## src/logic/cilr_cfg.svh

```systemverilog
// constants for the camera io line router: map, fields, bit places, timing
`ifndef CILR_CFG_SVH
`define CILR_CFG_SVH

`define CILR_AW 8
`define CILR_DW 32
`define CILR_TW 16
`define CILR_CW 17
`define CILR_LSV_W 14
`define CILR_NIN 4
`define CILR_NPU 4
`define CILR_NCH 3
`define CILR_SRC_N 32

`define CILR_A_LSV 8'h00
`define CILR_A_ROUTE1 8'h04
`define CILR_A_ROUTE4 8'h08
`define CILR_A_SWOUT 8'h0C
`define CILR_A_EXPCTL 8'h10
`define CILR_A_EXP_R 8'h14
`define CILR_A_EXP_G 8'h18
`define CILR_A_EXP_B 8'h1C
`define CILR_A_PU 8'h40
`define CILR_PU_MASK 8'hC0
`define CILR_PU_UNIT 5:4
`define CILR_PU_WORD 3:2
`define CILR_W_PERIOD 2'h0
`define CILR_W_RISE 2'h1
`define CILR_W_FALL 2'h2
`define CILR_W_CLEAR 2'h3

`define CILR_F_ROUTE 4:0
`define CILR_F_INV 8
`define CILR_F_PICK 1:0
`define CILR_F_LEVEL 4
`define CILR_F_SWRD 3:0
`define CILR_F_SCHEME 0
`define CILR_F_EXPCH 5:4
`define CILR_F_CAPST 8
`define CILR_F_EXPST 9
`define CILR_F_TIME 15:0
`define CILR_F_CLRSRC 4:0
`define CILR_F_CLRMODE 8

`define CILR_B_OUT1 0
`define CILR_B_IN1 3
`define CILR_B_OPTO 4
`define CILR_B_COAX 6
`define CILR_B_OUT4 11
`define CILR_B_IN4 13

`define CILR_CH_R 0
`define CILR_CH_G 1
`define CILR_CH_B 2

`define CILR_CLK_NS 10
`define CILR_EXP_OFS_NS 3110
`define CILR_EXP_OFS_CYC ((`CILR_EXP_OFS_NS + `CILR_CLK_NS - 1) / `CILR_CLK_NS)

`endif

```

## src/logic/cilr_pkg.sv

```systemverilog
// types shared by the camera io line router modules
`default_nettype none
`include "cilr_cfg.svh"

package cilr_pkg;

   typedef enum logic [4:0] {
      RT_OFF, RT_CAPTURE, RT_EXPOSURE, RT_LINE_VALID,
      RT_PULSE0, RT_PULSE1, RT_PULSE2, RT_PULSE3,
      RT_SW0, RT_SW1, RT_SW2, RT_SW3,
      RT_IN0, RT_IN1, RT_IN2, RT_IN3,
      RT_LOGIC0, RT_LOGIC1, RT_LOGIC2, RT_LOGIC3,
      RT_ENC_PULSE, RT_ENC_SENSE
   } cilr_route_e;

   typedef enum logic [4:0] {
      CL_NONE, CL_EXPOSURE, CL_LINE_VALID,
      CL_PULSE0, CL_PULSE1, CL_PULSE2, CL_PULSE3,
      CL_SW0, CL_SW1, CL_SW2, CL_SW3,
      CL_IN0, CL_IN1, CL_IN2, CL_IN3,
      CL_LOGIC0, CL_LOGIC1, CL_LOGIC2, CL_LOGIC3,
      CL_ENC_PULSE
   } cilr_clear_e;

   typedef enum logic [1:0] {EC_COMMON, EC_RED, EC_GREEN, EC_BLUE} cilr_expch_e;
   typedef enum logic {TS_COMMON, TS_INDIVIDUAL} cilr_scheme_e;

   typedef struct packed {
      logic [`CILR_TW-1:0] cnt;
      logic clr_d;
      logic pend;
      logic out;
   } cilr_pu_s;

endpackage : cilr_pkg
`default_nettype wire

```

## src/logic/cilr_pulse_unit.sv

```systemverilog
// one pulse unit: period counter, rise/fall window, selectable clear
`timescale 1ns/1ps
`default_nettype none
`include "cilr_cfg.svh"

module cilr_pulse_unit (
   // clock and reset
   input wire logic clk,
   input wire logic rst_n,
   // settings
   input wire logic [`CILR_TW-1:0] period,
   input wire logic [`CILR_TW-1:0] rise,
   input wire logic [`CILR_TW-1:0] fall,
   input wire logic clr_async,
   // clear source level and pulse output
   input wire logic clr_level,
   output logic pulse_out
);

   cilr_pkg::cilr_pu_s s_reg;
   cilr_pkg::cilr_pu_s s_next;
   logic fire;
   logic restart;

   always_comb begin
      s_next = s_reg;
      s_next.clr_d = clr_level;
      fire = clr_level & ~s_reg.clr_d;
      // sync clear waits for a running pulse to finish so it is never cut
      if (clr_async) begin
         restart = fire;
      end else begin
         restart = (fire | s_reg.pend) & ~s_reg.out;
      end
      if (fire & ~clr_async) begin
         s_next.pend = 1'h1;
      end
      if (restart) begin
         s_next.cnt = '0;
         s_next.pend = 1'h0;
      end else if (period == '0) begin
         s_next.cnt = '0;
      end else if (s_reg.cnt >= period - `CILR_TW'(1)) begin
         s_next.cnt = '0;
      end else begin
         s_next.cnt = s_reg.cnt + `CILR_TW'(1);
      end
      s_next.out = (s_next.cnt >= rise) && (s_next.cnt < fall);
   end

   always_ff @(posedge clk or negedge rst_n) begin
      if (!rst_n) begin
         s_reg <= '0;
      end else begin
         s_reg <= s_next;
      end
   end

   assign pulse_out = s_reg.out;

endmodule : cilr_pulse_unit
`default_nettype wire

```

## src/logic/cilr_router.sv

```systemverilog
// camera io line router: line status, output routing, exposure, pulse units
// Contract
// - outputs one and four at bits 0, 11
// - inputs at bits 3, 4, 6, 13
// - low reads false, high reads true
// - output inversion switchable, input inversion off
// - capture window from begin to end command
// - exposure window includes sensor exposure offset
// - line readout valid routable while line reads
// - four software outputs set by pick, level
// - routes offer pulses, logic, inputs, encoder
// - common choice follows longest colour channel
// - pulse clear chosen from listed sources
// - pulse unit never clears itself
// - longest channel starts first, all end together
`timescale 1ns/1ps
`default_nettype none
`include "cilr_cfg.svh"

module cilr_router (
   // clock and reset
   input wire logic clk,
   input wire logic rst_n,
   // register port
   input wire logic [`CILR_AW-1:0] reg_addr,
   input wire logic [`CILR_DW-1:0] reg_wdata,
   input wire logic reg_wr,
   input wire logic reg_rd,
   output logic [`CILR_DW-1:0] reg_rdata,
   // input pins, asynchronous
   input wire logic ttl_input_one,
   input wire logic opto_input_one,
   input wire logic coax_link_input,
   input wire logic ttl_input_four,
   // internal sources, same clock
   input wire logic capture_begin_cmd,
   input wire logic capture_end_cmd,
   input wire logic exposure_trigger,
   input wire logic sensor_line_valid,
   input wire logic [`CILR_NPU-1:0] logic_block_out,
   input wire logic encoder_pulse,
   input wire logic encoder_rotation_sense,
   // output pins and status
   output logic ttl_output_one,
   output logic ttl_output_four,
   output logic capture_window,
   output logic exposure_window,
   output logic [`CILR_LSV_W-1:0] line_state_vector
);

   typedef struct packed {
      logic [`CILR_NIN-1:0] sync1;
      logic [`CILR_NIN-1:0] sync2;
      logic [`CILR_NIN-1:0] sync3;
      logic [`CILR_NIN-1:0] filt;
      cilr_pkg::cilr_route_e route1;
      cilr_pkg::cilr_route_e route4;
      logic inv1;
      logic inv4;
      logic [`CILR_NPU-1:0] sw;
      cilr_pkg::cilr_scheme_e scheme;
      cilr_pkg::cilr_expch_e ex_pick;
      logic [`CILR_NCH-1:0][`CILR_TW-1:0] exp_t;
      logic [`CILR_NCH-1:0][`CILR_TW-1:0] lat;
      logic run;
      logic [`CILR_CW-1:0] cnt;
      logic [`CILR_NCH-1:0] exp_ch;
      logic [`CILR_NPU-1:0][`CILR_TW-1:0] pu_period;
      logic [`CILR_NPU-1:0][`CILR_TW-1:0] pu_rise;
      logic [`CILR_NPU-1:0][`CILR_TW-1:0] pu_fall;
      logic [`CILR_NPU-1:0][4:0] pu_clr;
      logic [`CILR_NPU-1:0] pu_mode;
      logic capture;
      logic out1;
      logic out4;
      logic expw;
      logic [`CILR_LSV_W-1:0] lsv;
      logic [`CILR_DW-1:0] rdata;
   } cilr_state_s;

   cilr_state_s s_reg;
   cilr_state_s s_next;
   logic [`CILR_SRC_N-1:0] src_vec;
   logic [`CILR_SRC_N-1:0] clr_vec;
   logic [`CILR_NPU-1:0] pu_out;
   logic [`CILR_NCH-1:0][`CILR_TW-1:0] eff_t;
   logic [1:0] mx_cur;
   logic [1:0] mx_nxt;
   logic [`CILR_CW-1:0] end_cnt;
   logic pu_hit;
   logic [1:0] pu_idx;
   logic [4:0] self_code;

   // ties go to the lowest channel; equal times start together anyway
   function automatic logic [1:0] longest(
      input logic [`CILR_NCH-1:0][`CILR_TW-1:0] t);
      logic [1:0] k;
      k = 2'h0;
      if (t[`CILR_CH_G] > t[k]) begin
         k = 2'h1;
      end
      if (t[`CILR_CH_B] > t[k]) begin
         k = 2'h2;
      end
      return k;
   endfunction : longest

   assign pu_hit = (reg_addr & `CILR_PU_MASK) == `CILR_A_PU;
   assign pu_idx = reg_addr[`CILR_PU_UNIT];
   assign self_code = 5'(cilr_pkg::CL_PULSE0) + {3'h0, pu_idx};
   assign mx_cur = longest(s_reg.lat);
   assign end_cnt = `CILR_CW'(s_reg.lat[mx_cur])
      + `CILR_CW'(`CILR_EXP_OFS_CYC) - `CILR_CW'(1);

   // source selectors; codes past the last source read as low
   always_comb begin
      src_vec = '0;
      clr_vec = '0;
      src_vec[cilr_pkg::RT_CAPTURE] = s_reg.capture;
      src_vec[cilr_pkg::RT_EXPOSURE] = s_reg.expw;
      src_vec[cilr_pkg::RT_LINE_VALID] = sensor_line_valid;
      src_vec[cilr_pkg::RT_ENC_PULSE] = encoder_pulse;
      src_vec[cilr_pkg::RT_ENC_SENSE] = encoder_rotation_sense;
      clr_vec[cilr_pkg::CL_EXPOSURE] = s_reg.expw;
      clr_vec[cilr_pkg::CL_LINE_VALID] = sensor_line_valid;
      clr_vec[cilr_pkg::CL_ENC_PULSE] = encoder_pulse;
      for (int i = 0; i < `CILR_NPU; i++) begin
         src_vec[cilr_pkg::RT_PULSE0 + i] = pu_out[i];
         src_vec[cilr_pkg::RT_SW0 + i] = s_reg.sw[i];
         src_vec[cilr_pkg::RT_IN0 + i] = s_reg.filt[i];
         src_vec[cilr_pkg::RT_LOGIC0 + i] = logic_block_out[i];
         clr_vec[cilr_pkg::CL_PULSE0 + i] = pu_out[i];
         clr_vec[cilr_pkg::CL_SW0 + i] = s_reg.sw[i];
         clr_vec[cilr_pkg::CL_IN0 + i] = s_reg.filt[i];
         clr_vec[cilr_pkg::CL_LOGIC0 + i] = logic_block_out[i];
      end
   end

   generate
      for (genvar u = 0; u < `CILR_NPU; u++) begin : g_pu
         cilr_pulse_unit u_pu (
            .clk(clk),
            .rst_n(rst_n),
            .period(s_reg.pu_period[u]),
            .rise(s_reg.pu_rise[u]),
            .fall(s_reg.pu_fall[u]),
            .clr_async(s_reg.pu_mode[u]),
            .clr_level(clr_vec[s_reg.pu_clr[u]]),
            .pulse_out(pu_out[u])
         );
      end
   endgenerate

   always_comb begin
      s_next = s_reg;
      mx_nxt = 2'h0;
      // inputs: three stages, a change counts once stages two and three agree
      s_next.sync1 = {ttl_input_four, coax_link_input,
         opto_input_one, ttl_input_one};
      s_next.sync2 = s_reg.sync1;
      s_next.sync3 = s_reg.sync2;
      for (int i = 0; i < `CILR_NIN; i++) begin
         if (s_reg.sync2[i] == s_reg.sync3[i]) begin
            s_next.filt[i] = s_reg.sync3[i];
         end
      end
      // end command wins over a begin in the same cycle
      if (capture_end_cmd) begin
         s_next.capture = 1'h0;
      end else if (capture_begin_cmd) begin
         s_next.capture = 1'h1;
      end
      if (reg_wr) begin
         case (reg_addr)
            `CILR_A_ROUTE1: begin
               s_next.route1 =
                  cilr_pkg::cilr_route_e'(reg_wdata[`CILR_F_ROUTE]);
               s_next.inv1 = reg_wdata[`CILR_F_INV];
            end
            `CILR_A_ROUTE4: begin
               s_next.route4 =
                  cilr_pkg::cilr_route_e'(reg_wdata[`CILR_F_ROUTE]);
               s_next.inv4 = reg_wdata[`CILR_F_INV];
            end
            `CILR_A_SWOUT: begin
               s_next.sw[reg_wdata[`CILR_F_PICK]] =
                  reg_wdata[`CILR_F_LEVEL];
            end
            `CILR_A_EXPCTL: begin
               s_next.scheme =
                  cilr_pkg::cilr_scheme_e'(reg_wdata[`CILR_F_SCHEME]);
               s_next.ex_pick =
                  cilr_pkg::cilr_expch_e'(reg_wdata[`CILR_F_EXPCH]);
            end
            `CILR_A_EXP_R: begin
               s_next.exp_t[`CILR_CH_R] = reg_wdata[`CILR_F_TIME];
            end
            `CILR_A_EXP_G: begin
               s_next.exp_t[`CILR_CH_G] = reg_wdata[`CILR_F_TIME];
            end
            `CILR_A_EXP_B: begin
               s_next.exp_t[`CILR_CH_B] = reg_wdata[`CILR_F_TIME];
            end
            default: begin
               if (pu_hit) begin
                  case (reg_addr[`CILR_PU_WORD])
                     `CILR_W_PERIOD: begin
                        s_next.pu_period[pu_idx] = reg_wdata[`CILR_F_TIME];
                     end
                     `CILR_W_RISE: begin
                        s_next.pu_rise[pu_idx] = reg_wdata[`CILR_F_TIME];
                     end
                     `CILR_W_FALL: begin
                        s_next.pu_fall[pu_idx] = reg_wdata[`CILR_F_TIME];
                     end
                     `CILR_W_CLEAR: begin
                        // a self clear would lock the unit; the whole write drops
                        if (reg_wdata[`CILR_F_CLRSRC] != self_code) begin
                           s_next.pu_clr[pu_idx] = reg_wdata[`CILR_F_CLRSRC];
                           s_next.pu_mode[pu_idx] = reg_wdata[`CILR_F_CLRMODE];
                        end
                     end
                  endcase
               end
            end
         endcase
      end
      // exposure engine: one counter, channel starts staggered by time
      if (s_reg.scheme == cilr_pkg::TS_INDIVIDUAL) begin
         eff_t = s_reg.exp_t;
      end else begin
         eff_t = {`CILR_NCH{s_reg.exp_t[`CILR_CH_R]}};
      end
      if (!s_reg.run) begin
         // times are latched so a write during exposure cannot tear it
         if (exposure_trigger) begin
            s_next.run = 1'h1;
            s_next.cnt = '0;
            s_next.lat = eff_t;
         end
      end else if (s_reg.cnt == end_cnt) begin
         s_next.run = 1'h0;
      end else begin
         s_next.cnt = s_reg.cnt + `CILR_CW'(1);
      end
      mx_nxt = longest(s_next.lat);
      for (int c = 0; c < `CILR_NCH; c++) begin
         s_next.exp_ch[c] = s_next.run && (s_next.cnt >=
            `CILR_CW'(s_next.lat[mx_nxt] - s_next.lat[c]));
      end
      case (s_reg.ex_pick)
         cilr_pkg::EC_COMMON: s_next.expw = s_next.exp_ch[mx_nxt];
         cilr_pkg::EC_RED: s_next.expw = s_next.exp_ch[`CILR_CH_R];
         cilr_pkg::EC_GREEN: s_next.expw = s_next.exp_ch[`CILR_CH_G];
         cilr_pkg::EC_BLUE: s_next.expw = s_next.exp_ch[`CILR_CH_B];
      endcase
      // outputs; inputs carry no inverter at all
      s_next.out1 = src_vec[s_reg.route1] ^ s_reg.inv1;
      s_next.out4 = src_vec[s_reg.route4] ^ s_reg.inv4;
      s_next.lsv = '0;
      s_next.lsv[`CILR_B_OUT1] = s_reg.out1;
      s_next.lsv[`CILR_B_OUT4] = s_reg.out4;
      s_next.lsv[`CILR_B_IN1] = s_reg.filt[0];
      s_next.lsv[`CILR_B_OPTO] = s_reg.filt[1];
      s_next.lsv[`CILR_B_COAX] = s_reg.filt[2];
      s_next.lsv[`CILR_B_IN4] = s_reg.filt[3];
      // read data stand for one cycle only
      s_next.rdata = '0;
      if (reg_rd) begin
         case (reg_addr)
            `CILR_A_LSV: s_next.rdata[`CILR_LSV_W-1:0] = s_reg.lsv;
            `CILR_A_ROUTE1: begin
               s_next.rdata[`CILR_F_ROUTE] = s_reg.route1;
               s_next.rdata[`CILR_F_INV] = s_reg.inv1;
            end
            `CILR_A_ROUTE4: begin
               s_next.rdata[`CILR_F_ROUTE] = s_reg.route4;
               s_next.rdata[`CILR_F_INV] = s_reg.inv4;
            end
            `CILR_A_SWOUT: s_next.rdata[`CILR_F_SWRD] = s_reg.sw;
            `CILR_A_EXPCTL: begin
               s_next.rdata[`CILR_F_SCHEME] = s_reg.scheme;
               s_next.rdata[`CILR_F_EXPCH] = s_reg.ex_pick;
               s_next.rdata[`CILR_F_CAPST] = s_reg.capture;
               s_next.rdata[`CILR_F_EXPST] = s_reg.expw;
            end
            `CILR_A_EXP_R: begin
               s_next.rdata[`CILR_F_TIME] = s_reg.exp_t[`CILR_CH_R];
            end
            `CILR_A_EXP_G: begin
               s_next.rdata[`CILR_F_TIME] = s_reg.exp_t[`CILR_CH_G];
            end
            `CILR_A_EXP_B: begin
               s_next.rdata[`CILR_F_TIME] = s_reg.exp_t[`CILR_CH_B];
            end
            default: begin
               if (pu_hit) begin
                  case (reg_addr[`CILR_PU_WORD])
                     `CILR_W_PERIOD: begin
                        s_next.rdata[`CILR_F_TIME] = s_reg.pu_period[pu_idx];
                     end
                     `CILR_W_RISE: begin
                        s_next.rdata[`CILR_F_TIME] = s_reg.pu_rise[pu_idx];
                     end
                     `CILR_W_FALL: begin
                        s_next.rdata[`CILR_F_TIME] = s_reg.pu_fall[pu_idx];
                     end
                     `CILR_W_CLEAR: begin
                        s_next.rdata[`CILR_F_CLRSRC] = s_reg.pu_clr[pu_idx];
                        s_next.rdata[`CILR_F_CLRMODE] = s_reg.pu_mode[pu_idx];
                     end
                  endcase
               end
            end
         endcase
      end
   end

   always_ff @(posedge clk or negedge rst_n) begin
      if (!rst_n) begin
         s_reg <= '0;
      end else begin
         s_reg <= s_next;
      end
   end

   assign reg_rdata = s_reg.rdata;
   assign ttl_output_one = s_reg.out1;
   assign ttl_output_four = s_reg.out4;
   assign capture_window = s_reg.capture;
   assign exposure_window = s_reg.expw;
   assign line_state_vector = s_reg.lsv;
endmodule : cilr_router
`default_nettype wire

```

## config.mk

```make
export PLATFORM = sky130hd
export DESIGN_NAME = cilr_router
export DESIGN_NICKNAME = d
export VERILOG_FILES = /design/src/logic/cilr_pkg.sv /design/src/logic/cilr_pulse_unit.sv /design/src/logic/cilr_router.sv
export VERILOG_INCLUDE_DIRS = /design/src /design/src/logic
export SDC_FILE = /design/constraint.sdc
export NUM_CORES = 1
export LEC_CHECK = 0
export BUFFER_PORTS_ARGS = -buffer_cell sky130_fd_sc_hd__buf_4
export CORE_AREA = 5 5 267 269
export DETAILED_ROUTE_END_ITERATION = 10
export DIE_AREA = 0 0 272 274
export GPL_ROUTABILITY_DRIVEN = 0
export PLACE_DENSITY = 0.75
export SLEW_MARGIN = 20
export SYNTH_ARGS = -nofsm -noshare
export SYNTH_HDL_FRONTEND = slang
export SYNTH_SLANG_ARGS = --single-unit
export TNS_END_PERCENT = 10
```

## constraint.sdc

```tcl
create_clock -name clk -period 25.6 [get_ports clk]
set_clock_uncertainty 0.15 [all_clocks]
set_input_delay 3.84 -clock clk [delete_from_list [all_inputs] [get_ports clk]]
set_output_delay 3.84 -clock clk [all_outputs]
set_load 0.1 [all_outputs]
```

**After elaboration in Yosys (flattened, before gate mapping)**

Index checks and enable logic that the tools add are counted.
W data, S select, Z words.

- Flip-flop bits (word level): 467
- Output and inout bits: 50

- $add $sub $neg: 15
- $lt $le $gt $ge: 33
- Eq/ne operators: 20
- Multiplexer cells: 98
- Bitwise logic cells: 31
- Reductions and logical operators: 37

Operators with widths:

| operator | number |
|---|---|
| $mux W16 | 22 |
| $bmux W16 S2 | 7 |
| $bwmux W64 | 3 |
| $ge A16 B16 Y1 | 8 |
| $mux W48 | 2 |
| $mux W66 | 1 |
| $add A16 B1 Y16 const B | 4 |
| $gt A16 B16 Y1 | 4 |
| $logic_not A16 Y1 | 4 |
| $lt A16 B16 Y1 | 4 |
| $sub A16 B1 Y16 const B | 4 |
| $ge A17 B17 Y1 | 3 |
| $sub A16 B16 Y17 | 3 |
| $lt A5 B6 Y1 const B | 6 |
| $demux W16 S2 | 1 |
| $eq A8 B5 Y1 const B | 4 |
| $bmux W1 S5 | 6 |
| $mux W1 | 27 |
| $pmux W3 S8 | 1 |
| $pmux W7 S3 | 1 |
| $bwmux W20 | 1 |
| $pmux W4 S5 | 1 |
| $pmux W5 S4 | 1 |
| $mux W18 | 1 |
| 44 further kinds | 115 |

**Depth between registers and ports, before layout**

Gate-level depths: netlist of the first run.

- Word-level depth: 18
- Gate-level depth with buffers: 60
- Depth with buffers taken out: 56

**By module**

Synthesis of the first run repeated with hierarchy kept, for this count alone.

- Cells, all modules: 3324
- Area total of the unflattened synthesis: 33851.2 um2

Modules (own cells, without submodules):

| module | times used | cells an instance | area each (um2) | seq. area each (um2) |
|---|---|---|---|---|
| cilr_router | 1 | 2250 | 25007.7 | 9784.4 |
| cilr_pulse_unit (g_pu[1].u_pu ...) | 2 | 267 | 2212.1 | 475.5 |
| cilr_pulse_unit (g_pu[0].u_pu) | 1 | 268 | 2212.1 | 475.5 |
| cilr_pulse_unit (g_pu[3].u_pu) | 1 | 272 | 2207.1 | 475.5 |

**Worst setup path after synthesis of the first run**

No wires, ideal clock.

- Path type: input -> register
- Start: input port exposure_trigger
- End: register s_reg, in the netlist exposure_window
- Arrival: 13.649 ns
- Slack: 11.708 ns
- Stages: 58
- Cells stage by stage: nand2b_1 > clkbuf_1 > clkbuf_1 > nor2_1 > a21oi_1 > inv_1 > ha_1 > o21a_1 > o21a_1 > o21a_1 > o21a_1 > o21a_1 > o21ai_0 > a221oi_1 > o31ai_1 > clkbuf_1 > nand2_1 > o21ai_0 > [22 not listed] > o21ai_0 > a21boi_0 > o21ai_0 > a21boi_0 > o31ai_1 > mux2_2 > a2111oi_0 > ha_1 > nand4_1 > or2_2 > a21oi_1 > nand3_1 > nor2_1 > nand2_1 > o2111a_1 > a21oi_1 > o2111ai_1 > a211oi_1

RTL lines:

| element | line | RTL |
|---|---|---|
| start, declared | cilr_router.sv:38 | `input wire logic exposure_trigger,` |
| end signal, assigned | cilr_router.sv:323 | `s_reg <= s_next;` |
| end, declared | cilr_router.sv:81 | `cilr_state_s s_reg;` |

==> flow_metrics.env, run 1 <==
export IMPL_maxCapViolations=0
export IMPL_vias=26370
export IMPL_slew_viol_final=0
export IMPL_ant_nets=0
export IMPL_die_w_um=272
export IMPL_endpoint_kind="register"
export IMPL_cp_required_ns=25.94
export IMPL_run_status="completed"
export IMPL_place_hpwl_mm=74.08
export IMPL_synth_seq_cells=467
export IMPL_largest_register_ffs=349
export IMPL_final_period_utilization_pct=62.20
export IMPL_syn_to_final_growth_pct=8.450
export IMPL_num_rows=96
export IMPL_ys_flop_type="dfrtp_1"
export IMPL_postCtsSetupBuffers=0
export IMPL_synth_avg_cell_area_um2=10.02
export IMPL_relSlewSlack_pct=25.10
export IMPL_min_period_ns=15.92
export IMPL_yosys_area_top_type="dfrtp_1"
export IMPL_tns_ns=0
export IMPL_synthTopCellsByArea="dfrtp_1 34%, ha_1 13%, mux2_2 10%"
export IMPL_yosysWarnings=0
export IMPL_fmax_mhz=62.80
export IMPL_start_kind="input port"
export IMPL_crit_slowest_cell="a2111oi_0"
export IMPL_drt_iter0_drc=2557
export IMPL_finalNetCount=3787
export IMPL_cts_max_path_buffers=3
export IMPL_yosysSeqAreaShare_pct=34.48
export IMPL_hold_path_class="reg2reg"
export IMPL_grt_usage_pct=25.53
export IMPL_synthCells=3382
export IMPL_grt_overflow=0
export IMPL_cts_max_level=2
export IMPL_final_common_cell="dfrtp_1"
export IMPL_worst_pin_slew_ns=1.119
export IMPL_drc=0
export IMPL_wire_per_inst_um=22.62
export IMPL_ctsHoldBuffers=0
export IMPL_cts_resized=0
export IMPL_clock_sinks=467
export IMPL_vias_per_cell=6.152
export IMPL_first_pass_iters=8
export IMPL_initial_utilization_pct=49.59
export IMPL_async_reset_ff_share_pct=100.0
export IMPL_layout_common_cells="467 x dfrtp_1, 363 x ha_1, 306 x mux2_2"
export IMPL_grt_pass1_wl_mm=150.1
export IMPL_cpMostUsedCell="o21a_1"
export IMPL_netlist_cell_type_count=89
export IMPL_routed_wl_mm=96.94
export IMPL_path_clk_slew_ns=0.06
export IMPL_io_pins=108
export IMPL_cts_buffers=50
export IMPL_drive_gt1_share_pct=17.87
export IMPL_timing_final_hold_violations=0
export IMPL_synth_area_mm2=0.03390
export IMPL_synth_edf_count=0
export IMPL_port_buffers=67
export IMPL_finalSetupViolCount=0
export IMPL_die_h_um=274
export IMPL_grt_max_degree=179
export IMPL_synth_top_area_share_pct=34.48
export IMPL_grt_pass1_vias=25870
export IMPL_criticalPathCategory="in2reg"
export IMPL_cp_data_arrival_time_ns=16.26
export IMPL_cts_root_buf="clkbuf_16"
export IMPL_clock_latency_ns=0.62
export IMPL_rsz0062_at_grt="false"
export IMPL_grt_antenna_before_repair=2
export IMPL_fp_dieArea_mm2=0.07453
export IMPL_worstPathMaxFanout=65
export IMPL_cts_tree="yes"
export IMPL_core_area_mm2=0.06835
export IMPL_critPathMaxStageDelay_ns=0.93
## kinds of logic after synthesis
group / count (synthesis) / share of synthesized area (%)
other: 1 / 0.01106
adder cells (fa/ha/maj): 370 / 13.70
XOR/XNOR: 164 / 4.238
multiplexers: 454 / 17.82
buffers and inverters: 452 / 5.574
AND/OR/NAND/NOR: 832 / 12.05
AO/OA/AOI/OAI: 642 / 12.14
flip-flops: 467 / 34.48
## worst paths after layout
check | start | to | slack, ns | cells past startpoint
worst max-delay path | exposure_trigger | exposure_window | 9.68 | 54
worst min-delay path | s_next[410] | s_next[406] | 0.20 | 0
worst max register to register | s_reg[286] | exposure_window | 12.45 | 53
worst min register to register | s_next[410] | s_next[406] | 0.20 | 0
max in group asynchronous | rst_n | s_reg[276] | 19.82 | 3
min in group asynchronous | rst_n | s_reg[114] | 3.09 | 1
## cell usage after synthesis, drive strengths merged, types with 9 or more instances
cell	n
nor4	21
nor2b	62
mux4	89
ha	363
a22oi	15
a21oi	189
nand3	85
o22ai	11
or4	12
a21boi	26
mux2i	59
nand2b	33
and4	9
nand4	40
o211ai	20
and2	24
buf	65
inv	272
nor3	41
nor2	249
a31oi	15
and3	28
xor2	64
dfrtp	467
nand3b	10
o31ai	17
clkbuf	115
nand2	183
a211oi	21
o21a	22
o21ai	145
a21o	94
or2	9
mux2	306
or3	15
xnor2	100
## critical path: cells and delay by family
kind / cells / cell delay (ns)
muxes: 2 / 0.75
buffers and inverters: 5 / 1.62
AOI/OAI and AO/OA: 36 / 7.49
adders and majority gates: 4 / 1.41
and+or+nand+nor: 7 / 1.07
## through the flow
step	cells	area, um^2	hold WS, ns	worst slack [ns]	utilization, %
finish	4286	36760	0.1985	9.676	53.78
CTS	4284	36730	0.2015	9.889	53.74
detailed placement	4192	34910	0.1873	9.327	51.08
global route	4285	36760	0.2158	8.803	53.78
floorplan	3405	33980	0.1812	11.71	-
global placement	4192	34910	0.1841	9.279	51.08
## per-layer routing
metal  vias up  global-route usage, %  part of all wire [%]
met5         -                      0                 0.028
met4         4                  8.784                   3.9
met3       217                  4.891                   9.0
met2      1168                  40.69                    45
met1     12930                  35.16                    42
li1      12050                      -                     -
## area by class of cell
class                   instances  area (um^2)
fillers                      5882        31590
clock inverters                30        430.4
inverters                     272         1021
repair buffers                 86        685.7
diodes                          1        2.502
flip-flops and latches        467        11690
well taps                     882         1104
multi-input cells            2486        20440
clock buffers                  62         1386
Power of run 1 is left out: the tool's default activity adds up to more than one toggle a clock period on the data nets, which glitch-free logic cannot reach.
==> run 2, diff against run 1 <==
clock period = 15.5 ns   (was 25.6 ns; I/O delays follow)
==> flow_metrics.env, run 2 (same netlist as run 1, synthesis figures left out) <==
export IMPL_run_status="finished, violations left"
export IMPL_violations="max-capacitance violations"
export IMPL_cts_tree="yes"
export IMPL_min_period_ns=13.45
export IMPL_dp_slack_ns=1.736
export IMPL_grt_overflow=0
export IMPL_cts_root_buf="clkbuf_16"
export IMPL_post_route_util_pct=53.75
export IMPL_worst_pin_slew_ns=1.464
export IMPL_endpoint_kind="register"
export IMPL_syn_to_final_growth_pct=8.383
export IMPL_endpoint="exposure_window"
export IMPL_placed_area_mm2=0.03496
export IMPL_drive_gt1_share_pct=17.90
export IMPL_wire_per_inst_um=22.54
export IMPL_cp_startpoint="exposure_trigger"
export IMPL_start_kind="input port"
export IMPL_finalSetupViolCount=0
export IMPL_fp_dieArea_mm2=0.07453
export IMPL_critPathMaxStageDelay_ns=0.60
export IMPL_maxCapViolations=1
export IMPL_clock_latency_ns=0.63
export IMPL_cts_max_path_buffers=3
export IMPL_grt_pass1_vias=25830
export IMPL_cts_max_level=2
export IMPL_r2r_end="exposure_window"
export IMPL_cpMostUsedCell="o21ai_0"
export IMPL_cts_buffers=50
export IMPL_core_area_mm2=0.06835
export IMPL_ant_nets=0
export IMPL_grt_antenna_before_repair=1
export IMPL_grt_max_degree=180
export IMPL_final_period_utilization_pct=86.76
export IMPL_slew_viol_final=0
export IMPL_io_pins=108
export IMPL_cts_resized=0
export IMPL_drt_iter0_drc=2558
export IMPL_drc=0
export IMPL_final_area_mm2=0.03674
export IMPL_first_pass_iters=6
export IMPL_ctsHoldBuffers=0
export IMPL_fmax_mhz=74.36
export IMPL_reg2reg_from="s_reg[286]"
export IMPL_path_clk_slew_ns=0.06
export IMPL_die_h_um=274
export IMPL_nFillCells=5863
export IMPL_clock_sinks=467
export IMPL_cp_required_ns=15.86
export IMPL_port_buffers=67
export IMPL_hold_path_class="reg2reg"
export IMPL_final_common_cell="dfrtp_1"
export IMPL_grt_pass1_wl_mm=149.8
export IMPL_rsz0062_at_grt="false"
export IMPL_reg2reg_slack_ns=3.34
export IMPL_crit_slowest_cell="mux2i_1"
export IMPL_die_w_um=272
export IMPL_worstPathMaxFanout=42
export IMPL_relSlewSlack_pct=1.130
export IMPL_vias=26400
export IMPL_layout_common_cells="467 x dfrtp_1, 363 x ha_1, 306 x mux2_2"
export IMPL_num_rows=96
export IMPL_grt_usage_pct=25.54
export IMPL_postCtsSetupBuffers=0
export IMPL_vias_per_cell=6.155
export IMPL_tns_ns=0
export IMPL_timing_final_hold_violations=0
export IMPL_reg2reg_depth=55
export IMPL_place_hpwl_mm=74.10
export IMPL_largest_register_ffs=349
export IMPL_finalNetCount=3793
export IMPL_routed_wl_mm=96.70
export IMPL_criticalPathCategory="in2reg"
export IMPL_fin_ws_ns=2.053
export IMPL_initial_utilization_pct=49.59
export IMPL_cp_data_arrival_time_ns=13.81
==> run 2: worst max-delay path: cells and delay by family <==
family	cells	cell delay [ns]
AO/OA/AOI/OAI	33	6.31
buffers and inverters	4	1.07
adder cells (fa/ha/maj)	4	1.22
AND/OR/NAND/NOR	13	1.86
multiplexers	2	0.98
==> run 2: how the worst min path moves through the flow <==
| stage | cells after the start | slack (ns) | startpoint | endpoint |
|---|---|---|---|---|
| final | 0 | 0.20 | s_next[413] | s_next[409] |
| after global routing | 0 | 0.22 | s_next[411] | s_next[407] |
| after global placement | 0 | 0.18 | s_next[410] | s_next[406] |
| after CTS | 0 | 0.21 | s_next[413] | s_next[409] |
| after floorplan | 0 | 0.18 | s_next[410] | s_next[406] |
| after detailed placement | 0 | 0.19 | s_next[413] | s_next[409] |
==> run 2: final cells by class <==
class                   count  area, um^2  share of cell area [%]
diodes                      1       2.502                0.006812
flip-flops and latches    467       11690                   31.81
clock inverters            28       391.6                   1.066
repair buffers             92       710.7                   1.935
clock buffers              62        1378                   3.750
inverters                 272        1021                   2.779
multi-input cells        2486       20440                   55.65
well taps                 882        1104                   3.004
==> run 2: routing by layer <==
metal / vias to the layer above / share of wire, % / GRT usage [%]
li1: 12060 / - / -
met4: 0 / 4.6 / 10.18
met3: 228 / 9.4 / 5.163
met5: - / 0 / 0
met1: 12930 / 42 / 35.16
met2: 1180 / 44 / 39.82
==> run 2: stage by stage <==
step	std cells	hold WS, ns
after floorplan	3405	0.1812
after global placement	4199	0.1834
after detailed placement	4199	0.1888
after CTS	4289	0.2069
after global routing	4289	0.2165
final	4290	0.2041
Power of run 2 is left out for the same reason.
